==> config.mk <==
export PLATFORM = sky130hd
export DESIGN_NAME = otf_fault_response
export DESIGN_NICKNAME = d
export VERILOG_FILES = /design/src/rtl/otf_pkg.sv /design/src/rtl/otf_delay_timer.sv /design/src/rtl/otf_fault_response.sv
export SDC_FILE = /design/constraint.sdc
export NUM_CORES = 1
export LEC_CHECK = 0
export BUFFER_PORTS_ARGS = -buffer_cell sky130_fd_sc_hd__clkbuf_2
export CAP_MARGIN = 40
export CORE_UTILIZATION = 60
export CTS_CLUSTER_DIAMETER = 60
export DETAILED_ROUTE_END_ITERATION = 7
export HOLD_SLACK_MARGIN = 0.05
export PLACE_DENSITY = 0.88
export SETUP_SLACK_MARGIN = 0.2
export SLEW_MARGIN = 30
export SYNTH_ARGS = -nofsm -noshare
export SYNTH_HDL_FRONTEND = slang
export SYNTH_SLANG_ARGS = --single-unit
export TNS_END_PERCENT = 5
==> constraint.sdc <==
create_clock -name clk -period 6.42 [get_ports clk]
set_input_delay 1.284 -clock clk [delete_from_list [all_inputs] [get_ports clk]]
set_output_delay 1.284 -clock clk [all_outputs]
set_load 0.01 [all_outputs]
==> src/rtl/otf_pkg.sv <==
// otf_pkg: constants, field layout and state type for the over-temperature
// fault response block.
// assumes: plain SystemVerilog, no imports; all users write otf_pkg::name.
package otf_pkg;

  // ----------------------------------------------------------------------
  // command codes of the two registers
  // ----------------------------------------------------------------------
  localparam logic [7:0] OTF_CMD_THRESHOLD = 8'h4F;
  localparam logic [7:0] OTF_CMD_ACTION = 8'h50;

  // ----------------------------------------------------------------------
  // field positions in the action byte
  // ----------------------------------------------------------------------
  localparam int OTF_RESP_MSB = 7;
  localparam int OTF_RESP_LSB = 6;
  localparam int OTF_RETRY_MSB = 5;
  localparam int OTF_RETRY_LSB = 3;
  localparam int OTF_DELAY_MSB = 2;
  localparam int OTF_DELAY_LSB = 0;

  // response codes
  localparam logic [1:0] OTF_RESP_IGNORE = 2'h0;
  localparam logic [1:0] OTF_RESP_CONTINUE = 2'h1;
  localparam logic [1:0] OTF_RESP_DISABLE = 2'h2;
  localparam logic [1:0] OTF_RESP_LATCH = 2'h3;

  // retry codes with a special meaning; 1..6 are plain attempt counts
  localparam logic [2:0] OTF_RETRY_NONE = 3'h0;
  localparam logic [2:0] OTF_RETRY_FOREVER = 3'h7;

  // ----------------------------------------------------------------------
  // reset values and widths
  // ----------------------------------------------------------------------
  // threshold reset: linear format, exponent 0, mantissa 125 (125 degC)
  localparam logic [15:0] OTF_THRESHOLD_RST = 16'h007D;
  // action reset: disable output, no retry, delay code 0
  localparam logic [7:0] OTF_ACTION_RST = 8'h80;
  localparam int OTF_TIMER_W = 24;
  localparam int OTF_FIX_W = 48;

  // ----------------------------------------------------------------------
  // response state machine
  // ----------------------------------------------------------------------
  typedef enum logic [3:0] {
    OTF_ST_RUN = 4'h1,
    OTF_ST_DELAY = 4'h2,
    OTF_ST_RETRY = 4'h4,
    OTF_ST_LATCH = 4'h8
  } otf_state_t;

  // linear format (5-bit signed exponent, 11-bit signed mantissa) to a
  // signed fixed-point value with 16 fraction bits; exponent + 16 is just
  // the exponent with its sign bit inverted, so no adder is needed
  function automatic logic signed [OTF_FIX_W-1:0] otf_lin_to_fix(
    input logic [15:0] v
  );
    logic signed [OTF_FIX_W-1:0] mant;
    logic [4:0] shamt;
    mant = {{(OTF_FIX_W-11){v[10]}}, v[10:0]};
    shamt = {~v[15], v[14:11]};
    otf_lin_to_fix = mant <<< shamt;
  endfunction

endpackage

==> src/rtl/otf_delay_timer.sv <==
// otf_delay_timer: one-shot timer of (unit length << code) clock cycles.
// assumes: unitCycles is the delay time unit in clk cycles, set elsewhere
// by the time-unit configuration; it is sampled only at start.
`timescale 1ns/1ps
module otf_delay_timer (
  input wire logic clk,
  input wire logic rstn,
  input wire logic start,
  input wire logic [15:0] unitCycles,
  input wire logic [2:0] code,
  output logic busy,
  output logic expired
);

  // ----------------------------------------------------------------------
  // counter
  // ----------------------------------------------------------------------
  logic [otf_pkg::OTF_TIMER_W-1:0] cnt_q;
  logic [otf_pkg::OTF_TIMER_W-1:0] load;
  logic busy_q;

  // code n gives 2^n units; a zero unit still yields one cycle
  always_comb begin
    load = {8'h00, unitCycles} << code;
    if (load == '0) begin
      load = {{(otf_pkg::OTF_TIMER_W-1){1'b0}}, 1'b1};
    end
  end

  always_ff @(posedge clk) begin
    if (!rstn) begin
      cnt_q <= '0;
      busy_q <= 1'b0;
    end else if (start) begin
      cnt_q <= load;
      busy_q <= 1'b1;
    end else if (busy_q) begin
      if (cnt_q <= {{(otf_pkg::OTF_TIMER_W-1){1'b0}}, 1'b1}) begin
        busy_q <= 1'b0;
      end
      cnt_q <= cnt_q - 1'b1;
    end
  end

  // pulse exactly load cycles after start
  assign expired = busy_q && (cnt_q == {{(otf_pkg::OTF_TIMER_W-1){1'b0}}, 1'b1});
  assign busy = busy_q;

endmodule

==> src/rtl/otf_fault_response.sv <==
// otf_fault_response: over-temperature limit, fault response byte and the
// shutdown / restart sequencer of a power module's management controller.
// assumes: the management link decodes transfers into regWrEn/regRdEn with
// a command code; temperature arrives already in linear format.
// Summary of operation
// - 16-bit RW temperature threshold at 0x4F
// - response byte at 0x50, read and write
// - code 00 ignores fault, output stays on
// - code 01 runs for delay, then retries
// - code 10 disables at once, then retries
// - code 11 stays off until fault cleared
// - retry 000 means no restart, stay off
// - retry 001 restarts once, then latches off
// - retry 010 restarts twice, then latches off
// - restart spacing equals delay count times unit
// - low three bits give delay unit count as a power of two
// - delay codes map to 1..128 units
// - retry 011..110 give 3..6 attempts
// - retry 111 retries until commanded off
`timescale 1ns/1ps
module otf_fault_response (
  input wire logic clk,
  input wire logic rstn,
  input wire logic [15:0] temperature,
  input wire logic [15:0] unitCycles,
  input wire logic regWrEn,
  input wire logic regRdEn,
  input wire logic [7:0] cmdCode,
  input wire logic [15:0] wrData,
  output logic [15:0] rdData,
  output logic rdAck,
  output logic cmdUnmapped,
  input wire logic clearFaults,
  input wire logic clearStatusBit,
  input wire logic outputOnCmd,
  input wire logic otherFaultOff,
  output logic outputEnable,
  output logic overTempStatus,
  output logic latchedOff
);

  // ----------------------------------------------------------------------
  // registers reached by command code
  // ----------------------------------------------------------------------
  logic [15:0] threshold_q;
  logic [7:0] action_q;

  always_ff @(posedge clk) begin
    if (!rstn) begin
      threshold_q <= otf_pkg::OTF_THRESHOLD_RST;
      action_q <= otf_pkg::OTF_ACTION_RST;
    end else if (regWrEn) begin
      if (cmdCode == otf_pkg::OTF_CMD_THRESHOLD) begin
        threshold_q <= wrData;
      end
      if (cmdCode == otf_pkg::OTF_CMD_ACTION) begin
        // byte transfer: only the low byte of the word is meaningful
        action_q <= wrData[7:0];
      end
    end
  end

  // field views of the action byte
  logic [1:0] respCode;
  logic [2:0] retryCode;
  logic [2:0] delayCode;

  assign respCode = action_q[otf_pkg::OTF_RESP_MSB:otf_pkg::OTF_RESP_LSB];
  assign retryCode = action_q[otf_pkg::OTF_RETRY_MSB:otf_pkg::OTF_RETRY_LSB];
  assign delayCode = action_q[otf_pkg::OTF_DELAY_MSB:otf_pkg::OTF_DELAY_LSB];

  // ----------------------------------------------------------------------
  // readback
  // ----------------------------------------------------------------------
  logic [15:0] rdData_q;
  logic rdAck_q;
  logic unmapped_q;

  always_ff @(posedge clk) begin
    if (!rstn) begin
      rdData_q <= 16'h0000;
      rdAck_q <= 1'b0;
      unmapped_q <= 1'b0;
    end else begin
      rdAck_q <= regRdEn;
      if (regRdEn) begin
        case (cmdCode)
          otf_pkg::OTF_CMD_THRESHOLD: begin
            rdData_q <= threshold_q;
            unmapped_q <= 1'b0;
          end
          otf_pkg::OTF_CMD_ACTION: begin
            rdData_q <= {8'h00, action_q};
            unmapped_q <= 1'b0;
          end
          default: begin
            rdData_q <= 16'h0000;
            unmapped_q <= 1'b1;
          end
        endcase
      end
    end
  end

  assign rdData = rdData_q;
  assign rdAck = rdAck_q;
  assign cmdUnmapped = unmapped_q;

  // ----------------------------------------------------------------------
  // fault detection
  // ----------------------------------------------------------------------
  // both operands go through the same conversion so that differing
  // exponents still compare correctly; registered to keep the wide
  // shifters out of the sequencer's path, at one cycle of latency
  logic overTemp_q;

  always_ff @(posedge clk) begin
    if (!rstn) begin
      overTemp_q <= 1'b0;
    end else begin
      overTemp_q <= otf_pkg::otf_lin_to_fix(temperature) >=
                    otf_pkg::otf_lin_to_fix(threshold_q);
    end
  end

  // output commanded off then back on clears the fault
  logic onCmd_q;
  logic onRise;
  logic faultClear;

  // resets to the on level so a pin held on through reset is not a rising edge
  always_ff @(posedge clk) begin
    if (!rstn) begin
      onCmd_q <= 1'b1;
    end else begin
      onCmd_q <= outputOnCmd;
    end
  end

  assign onRise = outputOnCmd && !onCmd_q;
  assign faultClear = clearFaults || clearStatusBit || onRise;

  // sticky status: a fault seen in the clearing cycle keeps the bit set
  logic status_q;

  always_ff @(posedge clk) begin
    if (!rstn) begin
      status_q <= 1'b0;
    end else begin
      status_q <= overTemp_q || (status_q && !faultClear);
    end
  end

  assign overTempStatus = status_q;

  // ----------------------------------------------------------------------
  // delay timer
  // ----------------------------------------------------------------------
  logic timerStart;
  logic timerExpired;

  otf_delay_timer u_timer (
    .clk(clk),
    .rstn(rstn),
    .start(timerStart),
    .unitCycles(unitCycles),
    .code(delayCode),
    .busy(),
    .expired(timerExpired)
  );

  // ----------------------------------------------------------------------
  // response sequencer
  // ----------------------------------------------------------------------
  otf_pkg::otf_state_t state_q;
  otf_pkg::otf_state_t state_d;
  logic [2:0] attempts_q;
  logic [2:0] attempts_d;
  logic outEn_q;
  logic outEn_d;
  logic enterRetry;

  always_comb begin
    state_d = state_q;
    attempts_d = attempts_q;
    outEn_d = outEn_q;
    timerStart = 1'b0;
    enterRetry = 1'b0;
    case (state_q)
      otf_pkg::OTF_ST_RUN: begin
        outEn_d = outputOnCmd;
        if (overTemp_q && outputOnCmd) begin
          case (respCode)
            otf_pkg::OTF_RESP_IGNORE: begin
              state_d = otf_pkg::OTF_ST_RUN;
            end
            otf_pkg::OTF_RESP_CONTINUE: begin
              state_d = otf_pkg::OTF_ST_DELAY;
              timerStart = 1'b1;
            end
            otf_pkg::OTF_RESP_DISABLE: begin
              enterRetry = 1'b1;
            end
            default: begin
              outEn_d = 1'b0;
              state_d = otf_pkg::OTF_ST_LATCH;
            end
          endcase
        end
      end
      otf_pkg::OTF_ST_DELAY: begin
        // output stays on while the delay runs
        outEn_d = outputOnCmd;
        if (!outputOnCmd) begin
          state_d = otf_pkg::OTF_ST_RUN;
        end else if (timerExpired) begin
          if (overTemp_q) begin
            enterRetry = 1'b1;
          end else begin
            state_d = otf_pkg::OTF_ST_RUN;
          end
        end
      end
      otf_pkg::OTF_ST_RETRY: begin
        outEn_d = 1'b0;
        if (!outputOnCmd) begin
          // commanded off ends even the endless retry
          state_d = otf_pkg::OTF_ST_RUN;
        end else if (otherFaultOff) begin
          state_d = otf_pkg::OTF_ST_LATCH;
        end else if (timerExpired) begin
          if (!overTemp_q) begin
            outEn_d = 1'b1;
            state_d = otf_pkg::OTF_ST_RUN;
          end else if (retryCode == otf_pkg::OTF_RETRY_FOREVER) begin
            timerStart = 1'b1;
          end else if (attempts_q <= 3'h1) begin
            state_d = otf_pkg::OTF_ST_LATCH;
          end else begin
            attempts_d = attempts_q - 3'h1;
            timerStart = 1'b1;
          end
        end
      end
      otf_pkg::OTF_ST_LATCH: begin
        outEn_d = 1'b0;
      end
      default: begin
        outEn_d = 1'b0;
        state_d = otf_pkg::OTF_ST_LATCH;
      end
    endcase

    if (enterRetry) begin
      outEn_d = 1'b0;
      if (retryCode == otf_pkg::OTF_RETRY_NONE) begin
        state_d = otf_pkg::OTF_ST_LATCH;
      end else begin
        state_d = otf_pkg::OTF_ST_RETRY;
        attempts_d = retryCode;
        timerStart = 1'b1;
      end
    end

    // a clear returns to normal from any fault state
    if (faultClear && state_q != otf_pkg::OTF_ST_RUN) begin
      state_d = otf_pkg::OTF_ST_RUN;
      timerStart = 1'b0;
      outEn_d = outputOnCmd;
    end

    // another fault's shutdown overrides every output enable set here
    if (otherFaultOff) begin
      outEn_d = 1'b0;
    end
  end

  always_ff @(posedge clk) begin
    if (!rstn) begin
      state_q <= otf_pkg::OTF_ST_RUN;
    end else begin
      state_q <= state_d;
    end
  end

  always_ff @(posedge clk) begin
    if (!rstn) begin
      attempts_q <= 3'h0;
    end else begin
      attempts_q <= attempts_d;
    end
  end

  always_ff @(posedge clk) begin
    if (!rstn) begin
      outEn_q <= 1'b0;
    end else begin
      outEn_q <= outEn_d;
    end
  end

  assign outputEnable = outEn_q;
  assign latchedOff = (state_q == otf_pkg::OTF_ST_LATCH);

endmodule

==> Yosys cells after proc, flatten, opt, wreduce, memory -nomap -nowiden <==
Index checks and enable logic that the tools add are counted.
W data, S select, Z words.
{ "totals": {"elab_cells": 121, "reg_bits": 78, "in_bits": 64} }
{ "op_classes": {"n_shift": 3, "n_mux": 57, "magnitude_cmp": 3, "n_addsub": 2, "n_bitwise": 3, "reduce_logical": 21, "n_eq_ne": 19} }
{ "op_table": {"columns": ["cell", "count"], "rows": [
  ["$sshl A11 B5 Y48", 2],
  ["$mux W24", 3],
  ["$ge A48 B48 Y1", 1],
  ["$mux W4", 12],
  ["$pmux W16 S2", 1],
  ["$mux W1", 27],
  ["$mux W3", 9],
  ["$eq A24 B1 Y1 const B", 1],
  ["$le A24 B1 Y1 const B", 1],
  ["$logic_not A24 Y1", 1],
  ["$shl A16 B3 Y24", 1],
  ["$sub A24 B1 Y24 const B", 1],
  ["$eq A8 B7 Y1 const B", 2],
  ["$pmux W4 S4", 1],
  ["$ne A6 B6 Y1 const B", 2],
  ["$pmux W4 S3", 1],
  ["$ne A4 B4 Y1 const B", 2],
  ["$reduce_and A8 Y1", 1],
  ["$ne A3 B3 Y1 const B", 2],
  ["$reduce_or A2 Y1", 3],
  ["$logic_and A1 B1 Y1", 5],
  ["$ne A5 B5 Y1 const B", 1],
  ["$eq A4 B1 Y1 const B", 1],
  ["$eq A4 B2 Y1 const B", 1],
  ["19 further kinds", 26]
]} }

==> Logic depth before layout (Yosys ltp) <==
{ "logic_depth": {"depth_word": 12, "ltp_mapped": 15} }

==> By module <==
A second synthesis with hierarchy kept.
{ "unflattened": {"hier_cells": 961, "area_unflattened_um2": 7305.8} }
{ "by_module_without_submodules": {"columns": ["module", "instances", "seq_area_each_um2", "area_per_inst_um2", "cells_each"], "rows": [
  ["otf_fault_response", 1, 1061.0, 5177.5, 687],
  ["otf_delay_timer", 1, 500.5, 2128.3, 274]
]} }

==> Worst setup path before layout <==
Ideal clock, no wire load.
{ "synth_path": {"path_kind": "input-to-reg", "startpoint": "input temperature[11]", "endpoint": "register overTemp_q", "stages": 13, "setup_ps": 117, "setup_slack_ps": 2396, "arrival_ps": 3907, "path_buffers": 1, "t_required_ps": 6303, "path_cell_list": "clkbuf_1 > mux4_2 > nand2_1 > o21ai_0 > mux2_2 > mux2_2 > ha_1 > a2111oi_0 > nand2_1 > o22ai_1 > o21ai_0 > nand4_1 > o2bb2ai_1"} }
{ "synth_via": {"elab_chain_len": 2} }
{ "synth_rtl": {"columns": ["item", "line", "rtl"], "rows": [
  ["from (decl)", "otf_fault_response.sv:24", "input wire logic [15:0] temperature,"],
  ["$sshl A11 B5 Y48", "otf_pkg.sv:62", "otf_lin_to_fix = mant <<< shamt;"],
  ["$ge A48 B48 Y1", "otf_fault_response.sv:121", "overTemp_q <= otf_pkg::otf_lin_to_fix(temperature) >="],
  ["to (signal assigned)", "otf_fault_response.sv:121", null],
  ["to (decl)", "otf_fault_response.sv:115", "logic overTemp_q;"]
]} }
No other way between the ends.
A chain may end at the register's enable or synchronous reset.

==> Worst setup path in the final report <==
Same ends and word-level chain as after synthesis.

==> impl_metrics.tcl <==
set metrics [dict create \
    cts_tree "done" \
    hold_depth 2 \
    rows 39 \
    tightestPinTransition_ns 0.779 \
    placed_area_mm2 0.00753 \
    rr_worst_depth 12 \
    yosysUniqueCellTypes 73 \
    ys_async_sr_fraction_pct 0 \
    layout_commonest_cell "nand2_1" \
    layout.cells.most_common_list "nand2_1, nor2_1, clkbuf_2, dfxtp_1, mux2i_1" \
    path_depth 13 \
    crit_arrival_ns 4.35 \
    p_sw_share_pct 29.4 \
    synth_edf_count 0 \
    drv_cap 0 \
    ys_ff_latch 78 \
    grt_max_degree 48 \
    internal_power_uw 894 \
    pwr-share-clk_pct 37.6 \
    antennaDiodeCount 0 \
    vias 7425 \
    maxSlewViolCount 0 \
    synth_compound_area_share_pct 23.3 \
    tns_ns 0 \
    final-hold-violation-count 0 \
    crit-reg2reg-launch "threshold_q[12]$_SDFFE_PN0P_" \
    core_mm2 0.0115 \
    drt_wl_total_um 19100 \
    final_util_pct 67.9 \
    stdcell_count 1153 \
    drt_iter0_markers 608 \
    min_from "rdData[15]$_SDFFE_PN0P_" \
    root_buffer "clkbuf_16" \
    gr-total-overflow 0 \
    reg2reg_setup_slack_ns 2.71 \
    clkTransAtPathRegs_ns 0.06 \
    slew_headroom_pct 47.3 \
    r2r-end "overTemp_q$_SDFF_PN0_" \
    fmax_ghz 0.243 \
    muxShareOfSynthArea_pct 13.1 \
    synth_fp_nets 1078 \
    crit_required_ns 6.65 \
    clk_path_buf_depth 2 \
    end_kind "flip-flop" \
    die_area_mm2 0.0124 \
    grt.total_usage_pct 30.8 \
    place_inst 1136 \
    cpLargestDelayFamily "multiplexers" \
    p_leak_uw 0.00318 \
    seq_area_frac_synth_pct 21.8 \
    synth_top_family_by_area "simple AND/OR/NAND/NOR gates" \
    power.share.combinational_pct 22.5 \
    power.density_mw_per_mm2 162 \
    status "finished with violations" \
    dieWidth_um 111 \
    gp_congestion 0.944 \
    rsz0062_at_grt "false" \
    seqPwrFrac_pct 39.9 \
    drc 2 \
    post_cts_buffers 0 \
    finalCritPeriodShare_pct 64.1 \
    cts-resized-gates 0 \
    setup_violations 0 \
    worstPathMaxFanout 14 \
    clkLatencyLatePin_ns 0.34 \
    antenna_left 0 \
    io_buffers 84 \
    syn_to_final_growth_pct 9.42 \
    synth-simple-area-share_pct 25.7 \
    post-dp-hpwl_um 14400 \
    drive_gt1_share_pct 14.1 \
    synth-main-ff-cell "dfxtp_1" \
    via_per_inst 6.44 \
    hold_path.class "reg -> reg" \
    numCtsBuffers 9 \
    nets 1115 \
    power_switching_uw 372 \
    max_stage_delay_ns 0.57 \
    failed_checks "DRC" \
    synth_cells 968 \
    drt-wirelength-per-cell_um 16.6 \
    antenna_found_initial 0 \
    nFillCells 952 \
    path_buf_inv 1 \
    ir_drop_v 0.000171 \
    clock_sinks 78 \
    crit_chain "clkbuf_2 -> mux4_2 -> nand2_1 -> o21ai_0 -> mux2_2 -> mux2_2 -> ha_1 -> a2111oi_0 -> nand2_1 -> o22ai_1 -> o21ai_0 -> nand4_1 -> o2bb2ai_1" \
    startpoint_type "primary input" \
    p_total_uw 1270 \
    yosys.area_share.adder_pct 8.05 \
    critPathSlowestCell "mux4_2" \
    hold_path_end "rdData[15]$_SDFFE_PN0P_" \
    syn-mean-instance-area_um2 7.39 \
    grt_pass1_wl_um 31500 \
    ys_warn_count 0 \
    dr.pass1.iters 7 \
    htree_levels 3 \
    worst_clock_skew_ns 0.00565 \
    grt_pass1_vias 6722 \
    die_y_um 111 \
    initial_core_util_pct 62.1 \
    ios 85 \
    synth_area_mm2 0.00715 \
    final_area_mm2 0.00782 \
    synthXorXnorAreaFrac_pct 2.94 \
    cts-hold-fix-buffers 0 \
    critPathKind "in -> reg" \
    fin_crit_ns 4.12 \
]
[area by class of cell]
type | count | area [um2] | share of cell area [%]
Multi-Input combinational cell | 806 | 5230 | 66.9
Sequential cell | 78 | 1560 | 20.0
Timing Repair Buffer | 92 | 505 | 6.46
Clock buffer | 13 | 260 | 3.33
Tap cell | 143 | 179 | 2.29
Inverter | 18 | 67.6 | 0.864
Clock inverter | 3 | 18.8 | 0.240
[power by group through the flow]
stage                     Sequential, uW  Clock (uW)  Combinational [uW]
after floorplan                      515           0                 197
after global routing                 507         501                 316
final                                506         476                 285
after global placement               515           0                 273
after detailed placement             516           0                 280
after CTS                            505         480                 281
[worst min-delay path: stages (launching register included)]
cell      delay, ns
dfxtp_1        0.30
nand2b_1       0.06
a21oi_1        0.05
[metrics by stage]
stage	worst slack (ns)	hold slack (ns)
floorplan	2.40	0.453
global placement	2.15	0.457
detailed placement	1.96	0.459
CTS	2.35	0.469
global route	2.04	0.494
finish	2.30	0.468
[sequential cells by signal, summed over array words and instances (netlist names)]
| signal | flops |
|---|---|
| threshold_q | 16 |
| outputEnable | 1 |
| rdData | 16 |
| u_timer.cnt_q | 24 |
| attempts_q | 3 |
| cmdUnmapped | 1 |
| overTempStatus | 1 |
| action_q | 8 |
| onCmd_q | 1 |
| u_timer.busy | 1 |
| rdAck | 1 |
| overTemp_q | 1 |
| state_q | 4 |
[worst max path at each step]
stage / startpoint / to / slack (ns)
after CTS: temperature[11] / overTemp_q$_SDFF_PN0_ / 2.35
after detailed placement: temperature[11] / overTemp_q$_SDFF_PN0_ / 1.96
after global placement: temperature[11] / overTemp_q$_SDFF_PN0_ / 2.15
final: temperature[11] / overTemp_q$_SDFF_PN0_ / 2.30
after global routing: temperature[11] / overTemp_q$_SDFF_PN0_ / 2.04
after floorplan: temperature[11] / overTemp_q$_SDFF_PN0_ / 2.40
[logic make-up after synthesis]
| logic type | after synthesis |
|---|---|
| multiplexers | 87 |
| AND/OR/NAND/NOR | 388 |
| AO/OA/AOI/OAI | 261 |
| adder cells (fa/ha/maj) | 46 |
| XOR/XNOR | 24 |
| buffers and inverters | 84 |
| flip-flops | 78 |
[layer usage]
layer / share of wire (%) / global-route usage [%] / vias up
li1: - / - / 3623
met1: 41 / 38.3 / 3462
met2: 50 / 53.6 / 290
met3: 6.4 / 4.10 / 50
met4: 3.0 / 12.4 / 0
met5: 0 / 0 / -
[synthesized netlist by cell type (all sizes together), types with 3 or more instances]
cell / instances / area (um2)
a2111oi: 4 / 35.0
a211oi: 26 / 195
a21boi: 8 / 60.1
a21o: 4 / 30.0
a21oi: 68 / 344
a22oi: 15 / 113
a31oi: 8 / 50.1
and2: 9 / 56.3
and3: 3 / 18.8
buf: 19 / 116
clkbuf: 47 / 176
clkinv: 4 / 15.0
dfxtp: 78 / 1560
ha: 46 / 576
inv: 14 / 52.6
mux2: 14 / 158
mux2i: 69 / 691
mux4: 4 / 90.1
nand2: 124 / 465
nand2b: 20 / 125
nand3: 32 / 160
nand4: 14 / 87.6
nor2: 107 / 404
nor2b: 11 / 68.8
nor3: 25 / 125
nor4: 16 / 113
nor4b: 4 / 35.0
o211a: 4 / 40.0
o211ai: 7 / 52.6
o21a: 5 / 37.5
o21ai: 67 / 335
o221ai: 4 / 41.3
o22ai: 11 / 68.8
o31ai: 9 / 72.6
or2: 4 / 25.0
or3: 7 / 43.8
or4b: 3 / 30.0
xnor2: 8 / 70.1
xor2: 16 / 140
Note: power is estimated with default switching activity, not from simulation.
